===== config.mk =====
export PLATFORM = sky130hd
export DESIGN_NAME = rcu_ctrl
export DESIGN_NICKNAME = d
export VERILOG_FILES = /design/src/verilog/rcu_pkg.sv /design/src/verilog/rcu_ctrl.sv /design/src/verilog/rcu_irq.sv /design/src/verilog/rcu_status.sv
export SDC_FILE = /design/constraint.sdc
export NUM_CORES = 1
export LEC_CHECK = 0
export BUFFER_PORTS_ARGS = -buffer_cell sky130_fd_sc_hd__buf_2
export CAP_MARGIN = 25
export CORE_MARGIN = 2
export CORE_UTILIZATION = 29
export DETAILED_ROUTE_END_ITERATION = 10
export GPL_ROUTABILITY_DRIVEN = 0
export SLEW_MARGIN = 20
export SYNTH_ARGS = -nofsm -noshare
export SYNTH_HDL_FRONTEND = slang
export SYNTH_HIERARCHICAL = 1
export SYNTH_SLANG_ARGS = --single-unit

===== constraint.sdc =====
create_clock -name clock -period 5.3 [get_ports clock]
set_input_delay 0.265 -clock clock [delete_from_list [all_inputs] [get_ports clock]]
set_output_delay 0.265 -clock clock [all_outputs]
set_load 0.01 [all_outputs]

===== src/verilog/rcu_pkg.sv =====
// package: receive unit control constants, types and state encoding
package rcu_pkg;

  // receive unit command field
  localparam int          CMD_W        = 3;
  localparam logic [2:0]  CMD_NONE     = 3'h0;
  localparam logic [2:0]  CMD_START    = 3'h1;
  localparam logic [2:0]  CMD_RESUME   = 3'h2;
  localparam logic [2:0]  CMD_ABORT    = 3'h4;
  localparam logic [2:0]  CMD_LOAD_HEADER_SIZE_CMD = 3'h5;

  // descriptor pointer width
  localparam int          PTR_W        = 32;

  // status word layout
  localparam int          STAT_W       = 16;
  localparam int          STAT_RU_LSB  = 2;
  localparam int          STAT_RU_MSB  = 5;
  localparam int          STAT_FR_BIT  = 15;
  localparam int          STAT_RNR_BIT = 12;
  localparam logic [15:0] STAT_RST     = 16'h0000;

  // receive unit state codes in the status word
  localparam logic [3:0]  RU_IDLE_CODE  = 4'h0;
  localparam logic [3:0]  RU_NORES_CODE = 4'h2;
  localparam logic [3:0]  RU_SUSP_CODE  = 4'h1;
  localparam logic [3:0]  RU_READY_CODE = 4'h4;

  // pending interrupt bit positions
  localparam int          IRQ_W        = 2;
  localparam int          IRQ_FR       = 0;
  localparam int          IRQ_RNR      = 1;
  localparam logic [1:0]  IRQ_RST      = 2'h0;

  typedef enum logic [1:0] {
    ST_IDLE,
    ST_NORES,
    ST_SUSP,
    ST_READY
  } rcu_state_t;

  typedef struct packed {
    logic [CMD_W-1:0] code;
    logic [PTR_W-1:0] offset;
  } rcu_cmd_t;

  typedef struct packed {
    logic active;
    logic done;
    logic data_wr;
    logic el;
    logic susp;
  } rcu_frame_t;

  function automatic logic [3:0] rcu_state_code(input rcu_state_t s);
    case (s)
      ST_IDLE:  rcu_state_code = RU_IDLE_CODE;
      ST_NORES: rcu_state_code = RU_NORES_CODE;
      ST_SUSP:  rcu_state_code = RU_SUSP_CODE;
      ST_READY: rcu_state_code = RU_READY_CODE;
      default:  rcu_state_code = RU_IDLE_CODE;
    endcase
  endfunction

endpackage


===== src/verilog/rcu_ctrl.sv =====
// module: receive unit control state machine
`timescale 1ns/10ps

// Behaviour
// - status bits 5:2 give idle 0000, no resources 0010, suspended 0001, ready 0100
// - reset leaves the unit idle, without descriptors, discarding every frame
// - end-of-list descriptor done: go no-resources, discard and count discarded frames
// - suspend descriptor done: go suspended, discard frames despite free descriptors
// - frames are stored into descriptors only in the ready state
// - start with no frame arriving: clear pending, load pointer, maybe enter ready
// - start during a frame: save pointer, set pending, act when frame completes
// - resume while suspended and not discarding: go ready and set up descriptor
// - resume while suspended and discarding: remember it, act at frame completion
// - resume is ignored in every state except suspended
// - abort raises receiver not ready interrupt only from the ready state
// - abort from any state halts receive DMA, discards data, goes idle
// - a frame arriving means actively receiving, whatever the unit state
// - every frame completed in the ready state raises an interrupt request
// - commands are analysed only after the command unit hands them over
// - at acceptance read command, take initial action, then clear command byte
// - status word updated on acceptance, state change and frame completion
// - command byte may be cleared before the new status is written
// - acknowledge clears pending bits at once; line released when none remain
module rcu_ctrl
  import rcu_pkg::*;
(
  // clock and reset
  input  wire logic              clock,
  input  wire logic              rst_n,
  // command hand-over from the command unit
  input  wire logic              cmd_valid,
  input  wire rcu_cmd_t          cmd,
  output logic                   cmd_clear_q,
  // frame arrival and descriptor results
  input  wire rcu_frame_t        frame,
  // receive DMA control
  output logic                   store_q,
  output logic                   discard_q,
  output logic                   rx_active_q,
  output logic                   setup_q,
  output logic                   release_q,
  output logic                   dma_halt_q,
  output logic                   discard_count_q,
  output logic      [PTR_W-1:0]  next_ptr_q,
  // interrupts
  input  wire logic [IRQ_W-1:0]  ack,
  output logic      [IRQ_W-1:0]  irq_pend_q,
  output logic                   interrupt_line_n,
  // status word
  output logic      [STAT_W-1:0] status_word_q,
  output logic                   status_wr_q
);

  rcu_state_t       state_q;
  rcu_state_t       state_d;
  logic             start_pend_q;
  logic             start_pend_d;
  logic             resume_pend_q;
  logic             resume_pend_d;
  logic [PTR_W-1:0] ptr_d;
  logic             setup_d;
  logic             release_d;
  logic             halt_d;
  logic             dcount_d;
  logic             rnr_d;
  logic             fr_d;
  logic             upd_q;
  logic             upd_d;
  logic [IRQ_W-1:0] irq_set;

  // command decode
  wire cmd_nonzero = (cmd.code != CMD_NONE);
  // hold off while the previous clear is still visible and at frame completion
  wire accept      = cmd_valid && cmd_nonzero && !cmd_clear_q && !frame.done;
  wire is_start    = accept && (cmd.code == CMD_START);
  wire is_resume   = accept && (cmd.code == CMD_RESUME);
  wire is_abort    = accept && (cmd.code == CMD_ABORT);
  wire is_ready    = (state_q == ST_READY);
  wire is_susp     = (state_q == ST_SUSP);
  wire pend_any    = start_pend_q || resume_pend_q;
  wire complete    = frame.done && !accept;

  always_comb begin
    state_d       = state_q;
    start_pend_d  = start_pend_q;
    resume_pend_d = resume_pend_q;
    ptr_d         = next_ptr_q;
    setup_d       = 1'b0;
    release_d     = 1'b0;
    halt_d        = 1'b0;
    dcount_d      = 1'b0;
    rnr_d         = 1'b0;
    fr_d          = 1'b0;
    if (is_start) begin
      ptr_d = cmd.offset;
      if (frame.active) begin
        start_pend_d = 1'b1;
      end else begin
        start_pend_d = 1'b0;
        if (!is_ready && !frame.data_wr) begin
          state_d   = ST_READY;
          setup_d   = 1'b1;
          release_d = 1'b1;
        end
      end
    end else if (is_resume) begin
      if (is_susp) begin
        if (frame.active) begin
          resume_pend_d = 1'b1;
        end else begin
          state_d = ST_READY;
          setup_d = 1'b1;
        end
      end
    end else if (is_abort) begin
      rnr_d         = is_ready;
      halt_d        = 1'b1;
      state_d       = ST_IDLE;
      start_pend_d  = 1'b0;
      resume_pend_d = 1'b0;
    end else if (complete) begin
      case (state_q)
        ST_READY: begin
          fr_d = 1'b1;
          if (frame.el) begin
            state_d = ST_NORES;
          end else if (frame.susp) begin
            state_d = ST_SUSP;
          end else begin
            setup_d = 1'b1;
          end
        end
        ST_NORES: begin
          dcount_d = 1'b1;
        end
        default: begin
        end
      endcase
      if (pend_any) begin
        state_d       = ST_READY;
        setup_d       = 1'b1;
        start_pend_d  = 1'b0;
        resume_pend_d = 1'b0;
      end
    end
  end

  // status refresh events
  assign upd_d   = accept || (state_d != state_q) || frame.done;
  assign irq_set = {rnr_d, fr_d};

  always_ff @(posedge clock) begin
    if (!rst_n) begin
      state_q         <= ST_IDLE;
      start_pend_q    <= 1'b0;
      resume_pend_q   <= 1'b0;
      next_ptr_q      <= '0;
      cmd_clear_q     <= 1'b0;
      store_q         <= 1'b0;
      discard_q       <= 1'b1;
      rx_active_q     <= 1'b0;
      setup_q         <= 1'b0;
      release_q       <= 1'b0;
      dma_halt_q      <= 1'b0;
      discard_count_q <= 1'b0;
      upd_q           <= 1'b0;
    end else begin
      state_q         <= state_d;
      start_pend_q    <= start_pend_d;
      resume_pend_q   <= resume_pend_d;
      next_ptr_q      <= ptr_d;
      cmd_clear_q     <= accept;
      store_q         <= (state_d == ST_READY);
      discard_q       <= (state_d != ST_READY);
      rx_active_q     <= frame.active;
      setup_q         <= setup_d;
      release_q       <= release_d;
      dma_halt_q      <= halt_d;
      discard_count_q <= dcount_d;
      upd_q           <= upd_d;
    end
  end

  rcu_irq u_irq (
    .clock            (clock),
    .rst_n            (rst_n),
    .set_req          (irq_set),
    .ack              (ack),
    .pend_q           (irq_pend_q),
    .interrupt_line_n (interrupt_line_n)
  );

  rcu_status u_status (
    .clock         (clock),
    .rst_n         (rst_n),
    .upd           (upd_q),
    .ru_code       (rcu_state_code(state_q)),
    .pend          (irq_pend_q),
    .status_word_q (status_word_q),
    .status_wr_q   (status_wr_q)
  );

  property p_abort_idle;
    @(posedge clock) disable iff (!rst_n)
      is_abort |=> (state_q == ST_IDLE) && dma_halt_q && discard_q;
  endproperty
  a_abort_idle: assert property (p_abort_idle)
    else $error("abort did not halt DMA and go idle");

  property p_abort_rnr;
    @(posedge clock) disable iff (!rst_n)
      (is_abort && is_ready) |=> irq_pend_q[IRQ_RNR] ##1 !interrupt_line_n;
  endproperty
  a_abort_rnr: assert property (p_abort_rnr)
    else $error("abort from ready raised no receiver not ready request");

  property p_resume_ignored;
    @(posedge clock) disable iff (!rst_n)
      (is_resume && !is_susp) |=> $stable(state_q) && !setup_q;
  endproperty
  a_resume_ignored: assert property (p_resume_ignored)
    else $error("resume acted outside the suspended state");

  property p_resume_now;
    @(posedge clock) disable iff (!rst_n)
      (is_resume && is_susp && !frame.active) |=> (state_q == ST_READY) && setup_q;
  endproperty
  a_resume_now: assert property (p_resume_now)
    else $error("resume while suspended did not go ready");

  property p_el_nores;
    @(posedge clock) disable iff (!rst_n)
      (complete && is_ready && frame.el && !pend_any) |=> (state_q == ST_NORES) && !store_q;
  endproperty
  a_el_nores: assert property (p_el_nores)
    else $error("end of list descriptor did not lead to no resources");

  property p_susp;
    @(posedge clock) disable iff (!rst_n)
      (complete && is_ready && !frame.el && frame.susp && !pend_any)
      |=> (state_q == ST_SUSP) && discard_q;
  endproperty
  a_susp: assert property (p_susp)
    else $error("suspend descriptor did not suspend the unit");

  property p_start_late;
    @(posedge clock) disable iff (!rst_n)
      (is_start && frame.active) |=> start_pend_q && $stable(state_q);
  endproperty
  a_start_late: assert property (p_start_late)
    else $error("start during a frame was not deferred");

  property p_clear_then_status;
    @(posedge clock) disable iff (!rst_n)
      accept |=> cmd_clear_q ##1 (status_wr_q && !cmd_clear_q);
  endproperty
  a_clear_then_status: assert property (p_clear_then_status)
    else $error("command byte clear and status write out of order");

  property p_frame_irq;
    @(posedge clock) disable iff (!rst_n)
      (complete && is_ready) |=> irq_pend_q[IRQ_FR];
  endproperty
  a_frame_irq: assert property (p_frame_irq)
    else $error("received frame raised no interrupt request");

  property p_rx_active;
    @(posedge clock) disable iff (!rst_n)
      frame.active |=> rx_active_q;
  endproperty
  a_rx_active: assert property (p_rx_active)
    else $error("arriving frame not flagged as actively receiving");

  property p_store_ready;
    @(posedge clock) disable iff (!rst_n)
      store_q |-> (state_q == ST_READY) && !discard_q;
  endproperty
  a_store_ready: assert property (p_store_ready)
    else $error("storing outside the ready state");

  property p_status_code;
    @(posedge clock) disable iff (!rst_n)
      status_wr_q |-> status_word_q[STAT_RU_MSB:STAT_RU_LSB] == rcu_state_code($past(state_q));
  endproperty
  a_status_code: assert property (p_status_code)
    else $error("status word holds a wrong unit state code");

endmodule


===== src/verilog/rcu_irq.sv =====
// module: pending interrupt bits, acknowledge and interrupt line
`timescale 1ns/10ps
module rcu_irq
  import rcu_pkg::*;
(
  // clock and reset
  input  wire logic             clock,
  input  wire logic             rst_n,
  // events and acknowledge
  input  wire logic [IRQ_W-1:0] set_req,
  input  wire logic [IRQ_W-1:0] ack,
  // state
  output logic      [IRQ_W-1:0] pend_q,
  output logic                  interrupt_line_n
);

  logic [IRQ_W-1:0] pend_d;

  // set wins over an acknowledge in the same cycle
  assign pend_d = (pend_q & ~ack) | set_req;

  always_ff @(posedge clock) begin
    if (!rst_n) begin
      pend_q           <= IRQ_RST;
      interrupt_line_n <= 1'b1;
    end else begin
      pend_q           <= pend_d;
      interrupt_line_n <= ~(|pend_d);
    end
  end

  property p_line_release;
    @(posedge clock) disable iff (!rst_n)
      (pend_q != IRQ_RST) ##1 ((pend_q & ~$past(ack)) == IRQ_RST && $past(set_req) == IRQ_RST)
      |-> interrupt_line_n;
  endproperty
  a_line_release: assert property (p_line_release)
    else $error("interrupt line still asserted with no pending bits");

endmodule


===== src/verilog/rcu_status.sv =====
// module: status word image with delayed write strobe
`timescale 1ns/10ps
module rcu_status
  import rcu_pkg::*;
(
  // clock and reset
  input  wire logic              clock,
  input  wire logic              rst_n,
  // update request and sources
  input  wire logic              upd,
  input  wire logic [3:0]        ru_code,
  input  wire logic [IRQ_W-1:0]  pend,
  // status image
  output logic      [STAT_W-1:0] status_word_q,
  output logic                   status_wr_q
);

  logic [STAT_W-1:0] image;

  always_comb begin
    image                           = STAT_RST;
    image[STAT_RU_MSB:STAT_RU_LSB]  = ru_code;
    image[STAT_FR_BIT]              = pend[IRQ_FR];
    image[STAT_RNR_BIT]             = pend[IRQ_RNR];
  end

  always_ff @(posedge clock) begin
    if (!rst_n) begin
      status_word_q <= STAT_RST;
      status_wr_q   <= 1'b0;
    end else begin
      status_wr_q <= upd;
      if (upd) begin
        status_word_q <= image;
      end
    end
  end

endmodule


==> impl_metrics.yaml, run 1 <==
place:
  post-dp-hpwl_um: 3600
  pre_cts_slack_ps: 2940
  port_buffers: 94
power:
  p_sw_mw: 0.155
  power_frac_seq_pct: 61.3
  switching_share_pct: 22.5
  powerDensity_nw_per_um2: 245
  totalPowerFinal_mw: 0.689
  leakagePower_nw: 1.23
  pwr-share-clk_pct: 30.4
  peakVddDrop_uv: 96.7
  p_int_mw: 0.534
  pwr-share-comb_pct: 8.2
finish:
  num_antenna_cells: 0
  areaGrowthSynthToFinish_pct: 24.3
  postLayoutCoreUtil_pct: 36.8
  drive_gt1_share_pct: 31.5
  fin_nets: 379
floorplanning:
  die_w_um: 92.4
  num_rows: 32
  ios: 105
  die_area_um2: 8530
  start_util_pct: 29.6
  die_y_um: 92.4
  fp.coreArea_um2: 7650
synth:
  synth_edf_count: 0
  ys_top_cells_by_area: "dfxtp_1 (49%), nand2_1 (11%), a21boi_0 (11%)"
  ys_types: 38
  ys_warn_count: 6
  async_reset_ff_share_pct: 0
  postSynthAreaPerCell_um2: 9.13
  ys_ff_latch: 55
  synthCells: 248
  synthTopCellsByCount: "nand2_1 (67), dfxtp_1 (55), a21boi_0 (33), nor2b_1 (11), buf_4 (10)"
  synth_area_um2: 2260
  synth_top_area_share_pct: 48.6
  synth_flop_cell: "dfxtp_1"
  yosysTopAreaCell: "dfxtp_1"
  synth.most_common_cell: "nand2_1"
  ys_seq_area_share_pct: 48.6
cts:
  numCtsBuffers: 5
  cts_tree: "built"
  clock_sinks: 55
  clockRootBuffer: "clkbuf_8"
  clock_latency_ps: 290
  clockBufferDepth: 2
  htree_levels: 2
  cts_hold_buf: 0
  cts_resized: 0
  clkSlewWorstSetupHoldPaths_ps: 90
  post_cts_buffers: 0
sta:
  worstMarginPinSlew_ps: 786
  post-route-period-util_pct: 41.9
  finalCriticalPeriod_ps: 2220
  hold_viol_final: 0
  relSlewSlack_pct: 47.6
  worst_clock_skew_ps: 3.86
  setup_tns_ps: 0
  drv_slew: 0
  holdWs_ps: 209
  setup_viol: 0
  rsz0062_at_grt: "false"
  max_freq_ghz: 0.450
  setup_slack_ps: 3080
detailed_routing:
  wirelength_um: 5070
  wire_per_inst_um: 11.6
  antenna_left: 0
  dr.pass1.iters: 4
  viasPerCell: 4.37
  vias: 1902
  first_iter_violations: 57
  drcViolationCount: 0
run:
  cap_viol_max_count: 0
global_routing:
  grt_max_degree: 54
  grt_use_total_pct: 11.8
  grt_pass1_vias: 1742
  grt_overflow: 0
  antenna_found_initial: 0
  grt_pass1_wl_um: 8230
worst_setup_path:
  cp.arrival_ps: 2390
  criticalPathCategory: "flip-flop to flip-flop"
  worst_setup_path_end_kind: "flip-flop"
  crit_required_ps: 5470
  path_max_fanout: 38
  cp-start-kind: "flip-flop"
outcome:
  status: "complete, no violations"
min_path:
  hold_path.class: "input pin to flip-flop"
layout by cell type, fill, tap and decap left out, types with 2 or more instances in the layout:
cell and n:
buf_2 94, a21oi_1 2, nand2_1 67, and3_1 2, a21boi_0 33, nor4b_1 2, o211a_1 2, o21a_1 5
mux2i_1 6, dfxtp_1 55, o31ai_1 2, nor3b_1 3, nand3_1 3, clkbuf_8 5, and2_1 4, nor2b_1 11
conb_1 11, nor3_1 2, nor2_1 5
layer usage:
layer	GRT usage [%]	share of wire (%)	up-vias
met2	19.9	47	58
li1	-	-	974
met5	0	0	-
met4	2.99	1.1	0
met1	14.6	45	864
met3	3.66	6.9	6
registers in the layout (all words and copies together) (netlist names), 2 cells and up:
signal and cells:
state_q 2, next_ptr_q 32, u_status/status_word_q 6, u_irq/pend_q 2
through the flow:
stage | std cells | cell area (um2)
after CTS | 435 | 2820
after detailed placement | 429 | 2740
after global routing | 435 | 2820
final | 435 | 2820
after global placement | 429 | 2740
after floorplan | 257 | 2300
logic make-up after synthesis:
group	count (synthesis)	synth area share [%]
AO/OA/AOI/OAI	53	18.2
multiplexers	6	2.65
flip-flops	55	48.6
buffers and inverters	26	7.29
AND/OR/NAND/NOR	105	22.5
other	2	0.332
XOR/XNOR	1	0.387
cell type report:
cell class	count	area [um2]
fillers	846	4830
flip-flops and latches	55	1100
multi-input cells	176	1030
repair buffers	95	478
well taps	102	128
clock buffers	6	72.6
inverters	1	3.75
final timing paths:
kind                            slack (ps)                        from                     endpoint  depth (start not counted)
worst min-delay path                   210                     cmd[27]  next_ptr_q[27]$_SDFFE_PN0N_                          3
worst max register to register        3080      cmd_clear_q$_SDFF_PN0_           store_q$_SDFF_PN0_                          4
worst max-delay path                  3080      cmd_clear_q$_SDFF_PN0_           store_q$_SDFF_PN0_                          4
worst min register to register         460  next_ptr_q[2]$_SDFFE_PN0N_   next_ptr_q[2]$_SDFFE_PN0N_                          2
power by group through the flow:
stage | combinational, mW | sequential (mW) | clock, mW
finish | 0.0569 | 0.423 | 0.210
global placement | 0.0572 | 0.432 | 0
floorplan | 0.0346 | 0.433 | 0
global route | 0.0634 | 0.424 | 0.244
detailed placement | 0.0575 | 0.432 | 0
CTS | 0.0576 | 0.423 | 0.225
worst max-delay path, cell delays in order (launching register included):
cell,delay [ps]
dfxtp_1,320
or3b_1,480
or4b_4,750
o31ai_1,450
a211oi_1,90
No activity file was read; power rests on OpenSTA's default activity.
==> run 2, diff against run 1 <==
Settings changed: ABC_AREA from default to 1.
Clock period 5.3 ns to 2 ns, I/O delays scaled along.
==> run 2 against run 1 <==
Compared with the run above:
- non-clock buffer count unchanged
- first-iteration DRC count increased by 40%
- synthesized area decreased by 2.1%
- final area increased by 0.44%
- fmax increased by 51%
- power increased to 3.2 times the previous value
==> impl_metrics.yaml, run 2 <==
sta:
  post-route-period-util_pct: 73.3
  setup_slack_ps: 534
  max_freq_ghz: 0.682
  rsz0062_at_grt: "false"
  worst_clock_skew_ps: 6.87
  setup_tns_ps: 0
  drv_slew: 0
  setup_viol: 0
  finalCriticalPeriod_ps: 1470
  hold_viol_final: 0
finish:
  final-instance-count-excl-fill: 488
  mostFrequentLayoutCell: "nand2_1"
  largest_reg_flops: 32
  postLayoutCoreUtil_pct: 38.6
  drive_gt1_share_pct: 28.5
  largest_register: "next_ptr_q"
  largestRegisters: "next_ptr_q x32, u_status/status_word_q x6"
  fin_nets: 433
  areaGrowthSynthToFinish_pct: 27.5
  final_area_um2: 2830
  mostFrequentLayoutCells: "nand2_1 (102), buf_2 (94), dfxtp_1 (55), nand3_1 (39), nor2_1 (29)"
  num_antenna_cells: 0
synth:
  ys_warn_count: 6
  yosysTopAreaCell: "dfxtp_1"
  synth_top_area_share_pct: 49.7
  synth_area_um2: 2220
  ys_seq_area_share_pct: 49.7
  ys_types: 24
  ys_top_cells_by_area: "dfxtp_1 (50%), nand2_1 (17%), nand3_1 (8.8%)"
  synthTopCellsByCount: "nand2_1 (102), dfxtp_1 (55), nand3_1 (39), nor2_1 (29), inv_1 (25)"
  synthCells: 298
  synth.most_common_cell: "nand2_1"
  ys_ff_latch: 55
  synth_flop_cell: "dfxtp_1"
  postSynthAreaPerCell_um2: 7.44
  synth_edf_count: 0
  async_reset_ff_share_pct: 0
global_routing:
  grt_max_degree: 47
  antenna_found_initial: 0
  grt_pass1_wl_um: 8940
  grt_use_total_pct: 13.0
  grt_pass1_vias: 1991
  grt_overflow: 0
worst_setup_path:
  cp_slowest_cell: "dfxtp_1"
  criticalPathCategory: "flip-flop to flip-flop"
  worst_setup_path_end_kind: "flip-flop"
  crit_path_cell_trace: "nor2_2 -> nand2_2 -> inv_2 -> nand2_4 -> inv_4 -> nand3_1 -> nand3_1 -> nor2_1"
  cp-start-kind: "flip-flop"
  cpPeakStageDelay_ps: 330
  worst_path_most_repeated_cell: "nand3_1"
  crit_required_ps: 2190
  path_max_fanout: 37
  cp.arrival_ps: 1650
outcome:
  status: "complete, no violations"
place:
  pre_cts_slack_ps: 520
  post-dp-hpwl_um: 3750
  port_buffers: 94
  dp_cells: 480
  postPlaceCellArea_um2: 2700
cts:
  clkSlewWorstSetupHoldPaths_ps: 100
  clock_latency_ps: 300
  cts_tree: "built"
  clock_sinks: 55
  cts_hold_buf: 0
  clockRootBuffer: "clkbuf_8"
  numCtsBuffers: 5
  cts_resized: 0
  clockBufferDepth: 2
  htree_levels: 2
  post_cts_buffers: 0
min_path:
  hold_path.class: "input pin to flip-flop"
detailed_routing:
  vias: 2040
  dr.pass1.iters: 4
  first_iter_violations: 80
  antenna_left: 0
  wire_per_inst_um: 10.8
  viasPerCell: 4.18
  drcViolationCount: 0
  wirelength_um: 5260
floorplanning:
  ios: 105
  die_w_um: 91.4
  start_util_pct: 30.2
  die_y_um: 91.4
  num_rows: 31
  fp.coreArea_um2: 7330
  die_area_um2: 8360
run:
  cap_viol_max_count: 0
power:
  p_sw_mw: 0.493
  pwr-share-comb_pct: 9.4
  p_int_mw: 1.70
  peakVddDrop_uv: 274
  switching_share_pct: 22.5
  power_frac_seq_pct: 51.9
  pwr-share-clk_pct: 38.7
  powerDensity_nw_per_um2: 776
  leakagePower_nw: 1.59
-- run 2: cell types whose count changed after synthesis, sizes merged, moves of 3 or more --
cell,delta
nor2b,-11
o21ai,+3
a21boi,-33
nor4b,-3
inv,+26
o21a,-5
mux2i,-6
nand2,+38
nand4,+3
a21oi,+4
nor2,+26
and2,-4
nor3b,-3
nand3,+36
-- run 2: worst max-delay path: cells and delay by family (launching register included) --
family	cells	cell delay (ps)
buf+inv	2	390
simple gates	6	620
flops	1	330
-- run 2: kinds of logic after synthesis --
| logic type | count (synthesis) | share of synthesized area, % |
|---|---|---|
| simple gates | 181 | 34.8 |
| compound gates | 12 | 3.39 |
| other cells | 2 | 0.339 |
| buf+inv | 48 | 11.8 |
| flops | 55 | 49.7 |
-- run 2: through the flow --
| stage | hold slack (ps) | power, mW |
|---|---|---|
| after CTS | 2.49 | 2.23 |
| after detailed placement | 327 | 1.37 |
| after global placement | 325 | 1.37 |
| after global routing | 5.79 | 2.30 |
| after floorplan | 169 | 1.30 |
| final | 15.2 | 2.19 |
-- run 2: layout make-up --
class | count | area (um2)
clock buffers | 6 | 72.6
clock inverters | 2 | 60.1
fillers | 796 | 4500
inverters | 27 | 104
multi-input cells | 204 | 888
flip-flops and latches | 55 | 1100
well taps | 99 | 124
repair buffers | 95 | 478
-- run 2: path summary, 6_finish.rpt --
check	startpoint	end	slack (ps)	depth (start not counted)
max	cmd_clear_q$_SDFF_PN0_	store_q$_SDFF_PN0_	530	8
min	cmd[26]	next_ptr_q[26]$_SDFFE_PN0N_	20	3
max reg2reg	cmd_clear_q$_SDFF_PN0_	store_q$_SDFF_PN0_	530	8
min reg2reg	next_ptr_q[11]$_SDFFE_PN0N_	next_ptr_q[11]$_SDFFE_PN0N_	450	2
-- run 2: metal layers --
layer | track usage [%] | part of all wire, %
met1 | 15.7 | 44
met2 | 22.7 | 49
met3 | 2.99 | 6.9
met4 | 3.79 | 0.78
met5 | 0 | 0
-- run 2: power by group through the flow --
stage | Sequential (mW) | Clock [mW] | Combinational, mW
floorplan | 1.17 | 0 | 0.129
global placement | 1.16 | 0 | 0.206
detailed placement | 1.16 | 0 | 0.208
CTS | 1.14 | 0.882 | 0.209
global route | 1.14 | 0.923 | 0.234
finish | 1.14 | 0.849 | 0.206
==> run 3, diff against run 2 <==
Settings changed: ABC_AREA 1 to 0.
Clock period 2 ns to 1.25 ns, I/O delays scaled along.
==> run 3 against run 2 <==
Compared with the run above:
- the flow now finishes with violations (setup timing)
- clock skew grew 2.4 ps
- register-to-register slack lost 1100 ps
- setup slack lost 1100 ps
- worst hold slack lost 3.1 ps
- critical endpoint is now discard_q$_SDFF_PN1_
- largest power group unchanged
==> impl_metrics.yaml, run 3 (synthesis gave the netlist of run 1 again) <==
floorplanning:
  fp.coreArea_um2: 7650
  die_w_um: 92.4
  ios: 105
  start_util_pct: 29.6
  num_rows: 32
  die_area_um2: 8530
  die_y_um: 92.4
detailed_routing:
  vias: 2159
  dr.pass1.iters: 4
  antenna_left: 0
  wirelength_um: 6110
  drcViolationCount: 0
  wire_per_inst_um: 12.3
  first_iter_violations: 48
  viasPerCell: 4.36
finish:
  largest_reg_flops: 32
  final_area_um2: 3530
  multi_input_area_um2: 1120
  drive_gt1_share_pct: 38.2
  ff_latch_area_um2: 1100
  mostFrequentLayoutCells: "buf_2 (94), nand2_1 (64), dfxtp_1 (54), a21boi_1 (32), dlygate4sd3_1 (31)"
  largestRegisters: "next_ptr_q x32, u_status/status_word_q x6"
  num_antenna_cells: 0
  areaGrowthSynthToFinish_pct: 55.9
  mostFrequentLayoutCell: "buf_2"
  fin_nets: 437
  largest_register: "next_ptr_q"
  fillers: 733
place:
  post-dp-hpwl_um: 4000
  postPlaceCellArea_um2: 2930
  port_buffers: 94
  pre_cts_slack_ps: -618
global_routing:
  top_usage_layer: "met2"
  grt_pass1_vias: 2065
  met3_usage_pct: 2.36
  use_met2_pct: 23.9
  grt_max_degree: 22
  grt_pass1_wl_um: 9780
  grt_overflow: 0
  grt_use_total_pct: 14.2
  antenna_found_initial: 0
  globalRouteMet1Util_pct: 18.2
min_path:
  hold_path.class: "input pin to flip-flop"
worst_setup_path:
  path_max_fanout: 5
  criticalPathCategory: "flip-flop to flip-flop"
  worst_setup_path_end_kind: "flip-flop"
  cp.arrival_ps: 1990
  cp-start-kind: "flip-flop"
  crit_required_ps: 1460
  rrSetupSlack_ps: -530
power:
  powerDensity_nw_per_um2: 905
  totalPowerFinal_mw: 3.20
  leakagePower_nw: 1.57
  peakVddDrop_uv: 503
cts:
  cts_tree: "built"
  clkSlewWorstSetupHoldPaths_ps: 110
  numCtsBuffers: 5
  clockRootBuffer: "clkbuf_8"
  clockBufferDepth: 2
  htree_levels: 2
  clock_sinks: 55
  clock_latency_ps: 300
sta:
  post-route-period-util_pct: 142
  drv_slew: 0
  finalCriticalPeriod_ps: 1780
  worst_clock_skew_ps: 9.27
  hold_viol_final: 0
  setup_tns_ps: -18920
  setup_viol: 43
  max_freq_ghz: 0.562
  setup_slack_ps: -530
  rsz0062_at_grt: "true"
outcome:
  status: "finished with violations"
  violations: "setup timing"
run:
  cap_viol_max_count: 0
-- run 3: cell types whose count changed in the layout (fill, tap and decap cells not counted), sizes merged, moves of 4 or more --
cell         before  now
nand3            39    3
a21oi             6    2
o21a              0    5
and2              1    5
dlygate4sd3       0   31
buf              95  122
nor2b             0   11
nor2             31    5
mux2i             0    6
nand2           105   67
inv              27    1
a21boi            0   33
-- run 3: critical path: stages (launching register included) --
cell and delay [ps]:
dfxtp_2 330, or3b_4 380, or4b_4 560, o211a_1 190, a211o_1 230
-- run 3: final timing paths --
path,from,endpoint,depth (start not counted)
max,cmd_clear_q$_SDFF_PN0_,discard_q$_SDFF_PN1_,4
min,cmd[11],next_ptr_q[11]$_SDFFE_PN0N_,3
max reg2reg,cmd_clear_q$_SDFF_PN0_,discard_q$_SDFF_PN1_,4
min reg2reg,next_ptr_q[5]$_SDFFE_PN0N_,next_ptr_q[5]$_SDFFE_PN0N_,2
-- run 3: stage by stage --
stage | instances | hold slack (ps) | utilization [%]
CTS | 493 | 0.477 | 45.5
detailed placement | 450 | 310 | 38.3
global route | 495 | 2.53 | 46.2
finish | 495 | 12.1 | 46.2
floorplan | 257 | 118 | -
global placement | 450 | 307 | 38.3
-- run 3: power by group --
part | internal (mW) | switching [mW] | leakage, nW
logic | 0.239 | 0.171 | 1.08
registers | 1.78 | 0.0188 | 0.445
clock network | 0.402 | 0.590 | 0.0443
total | 2.42 | 0.780 | 1.57
-- run 3: layer usage --
layer  vias to the layer above  routed length (um)
met1                      1005                2740
met4                         0                  74
met2                        60                3030
met5                         -                   0
met3                         6                 266
li1                       1088                   -
-- run 3: cell type report --
type / instances / area share (%)
multi-input combinational: 176 / 31.6
timing repair buffer: 153 / 30.8
clock buffer: 5 / 1.95
clock inverter: 3 / 0.709
sequential: 55 / 31.2
inverter: 1 / 0.106
tap: 102 / 3.61
-- run 3: what timing repair did --
item / CTS / global route
buffers inserted: 4 / 1
pin swaps: 6 / 10
endpoints found under the setup margin: 43 / 45
hold endpoints to repair: 30 / 1
resized for setup: 33 / 20
gates cloned: 1 / 0
hold buffers: 30 / 1
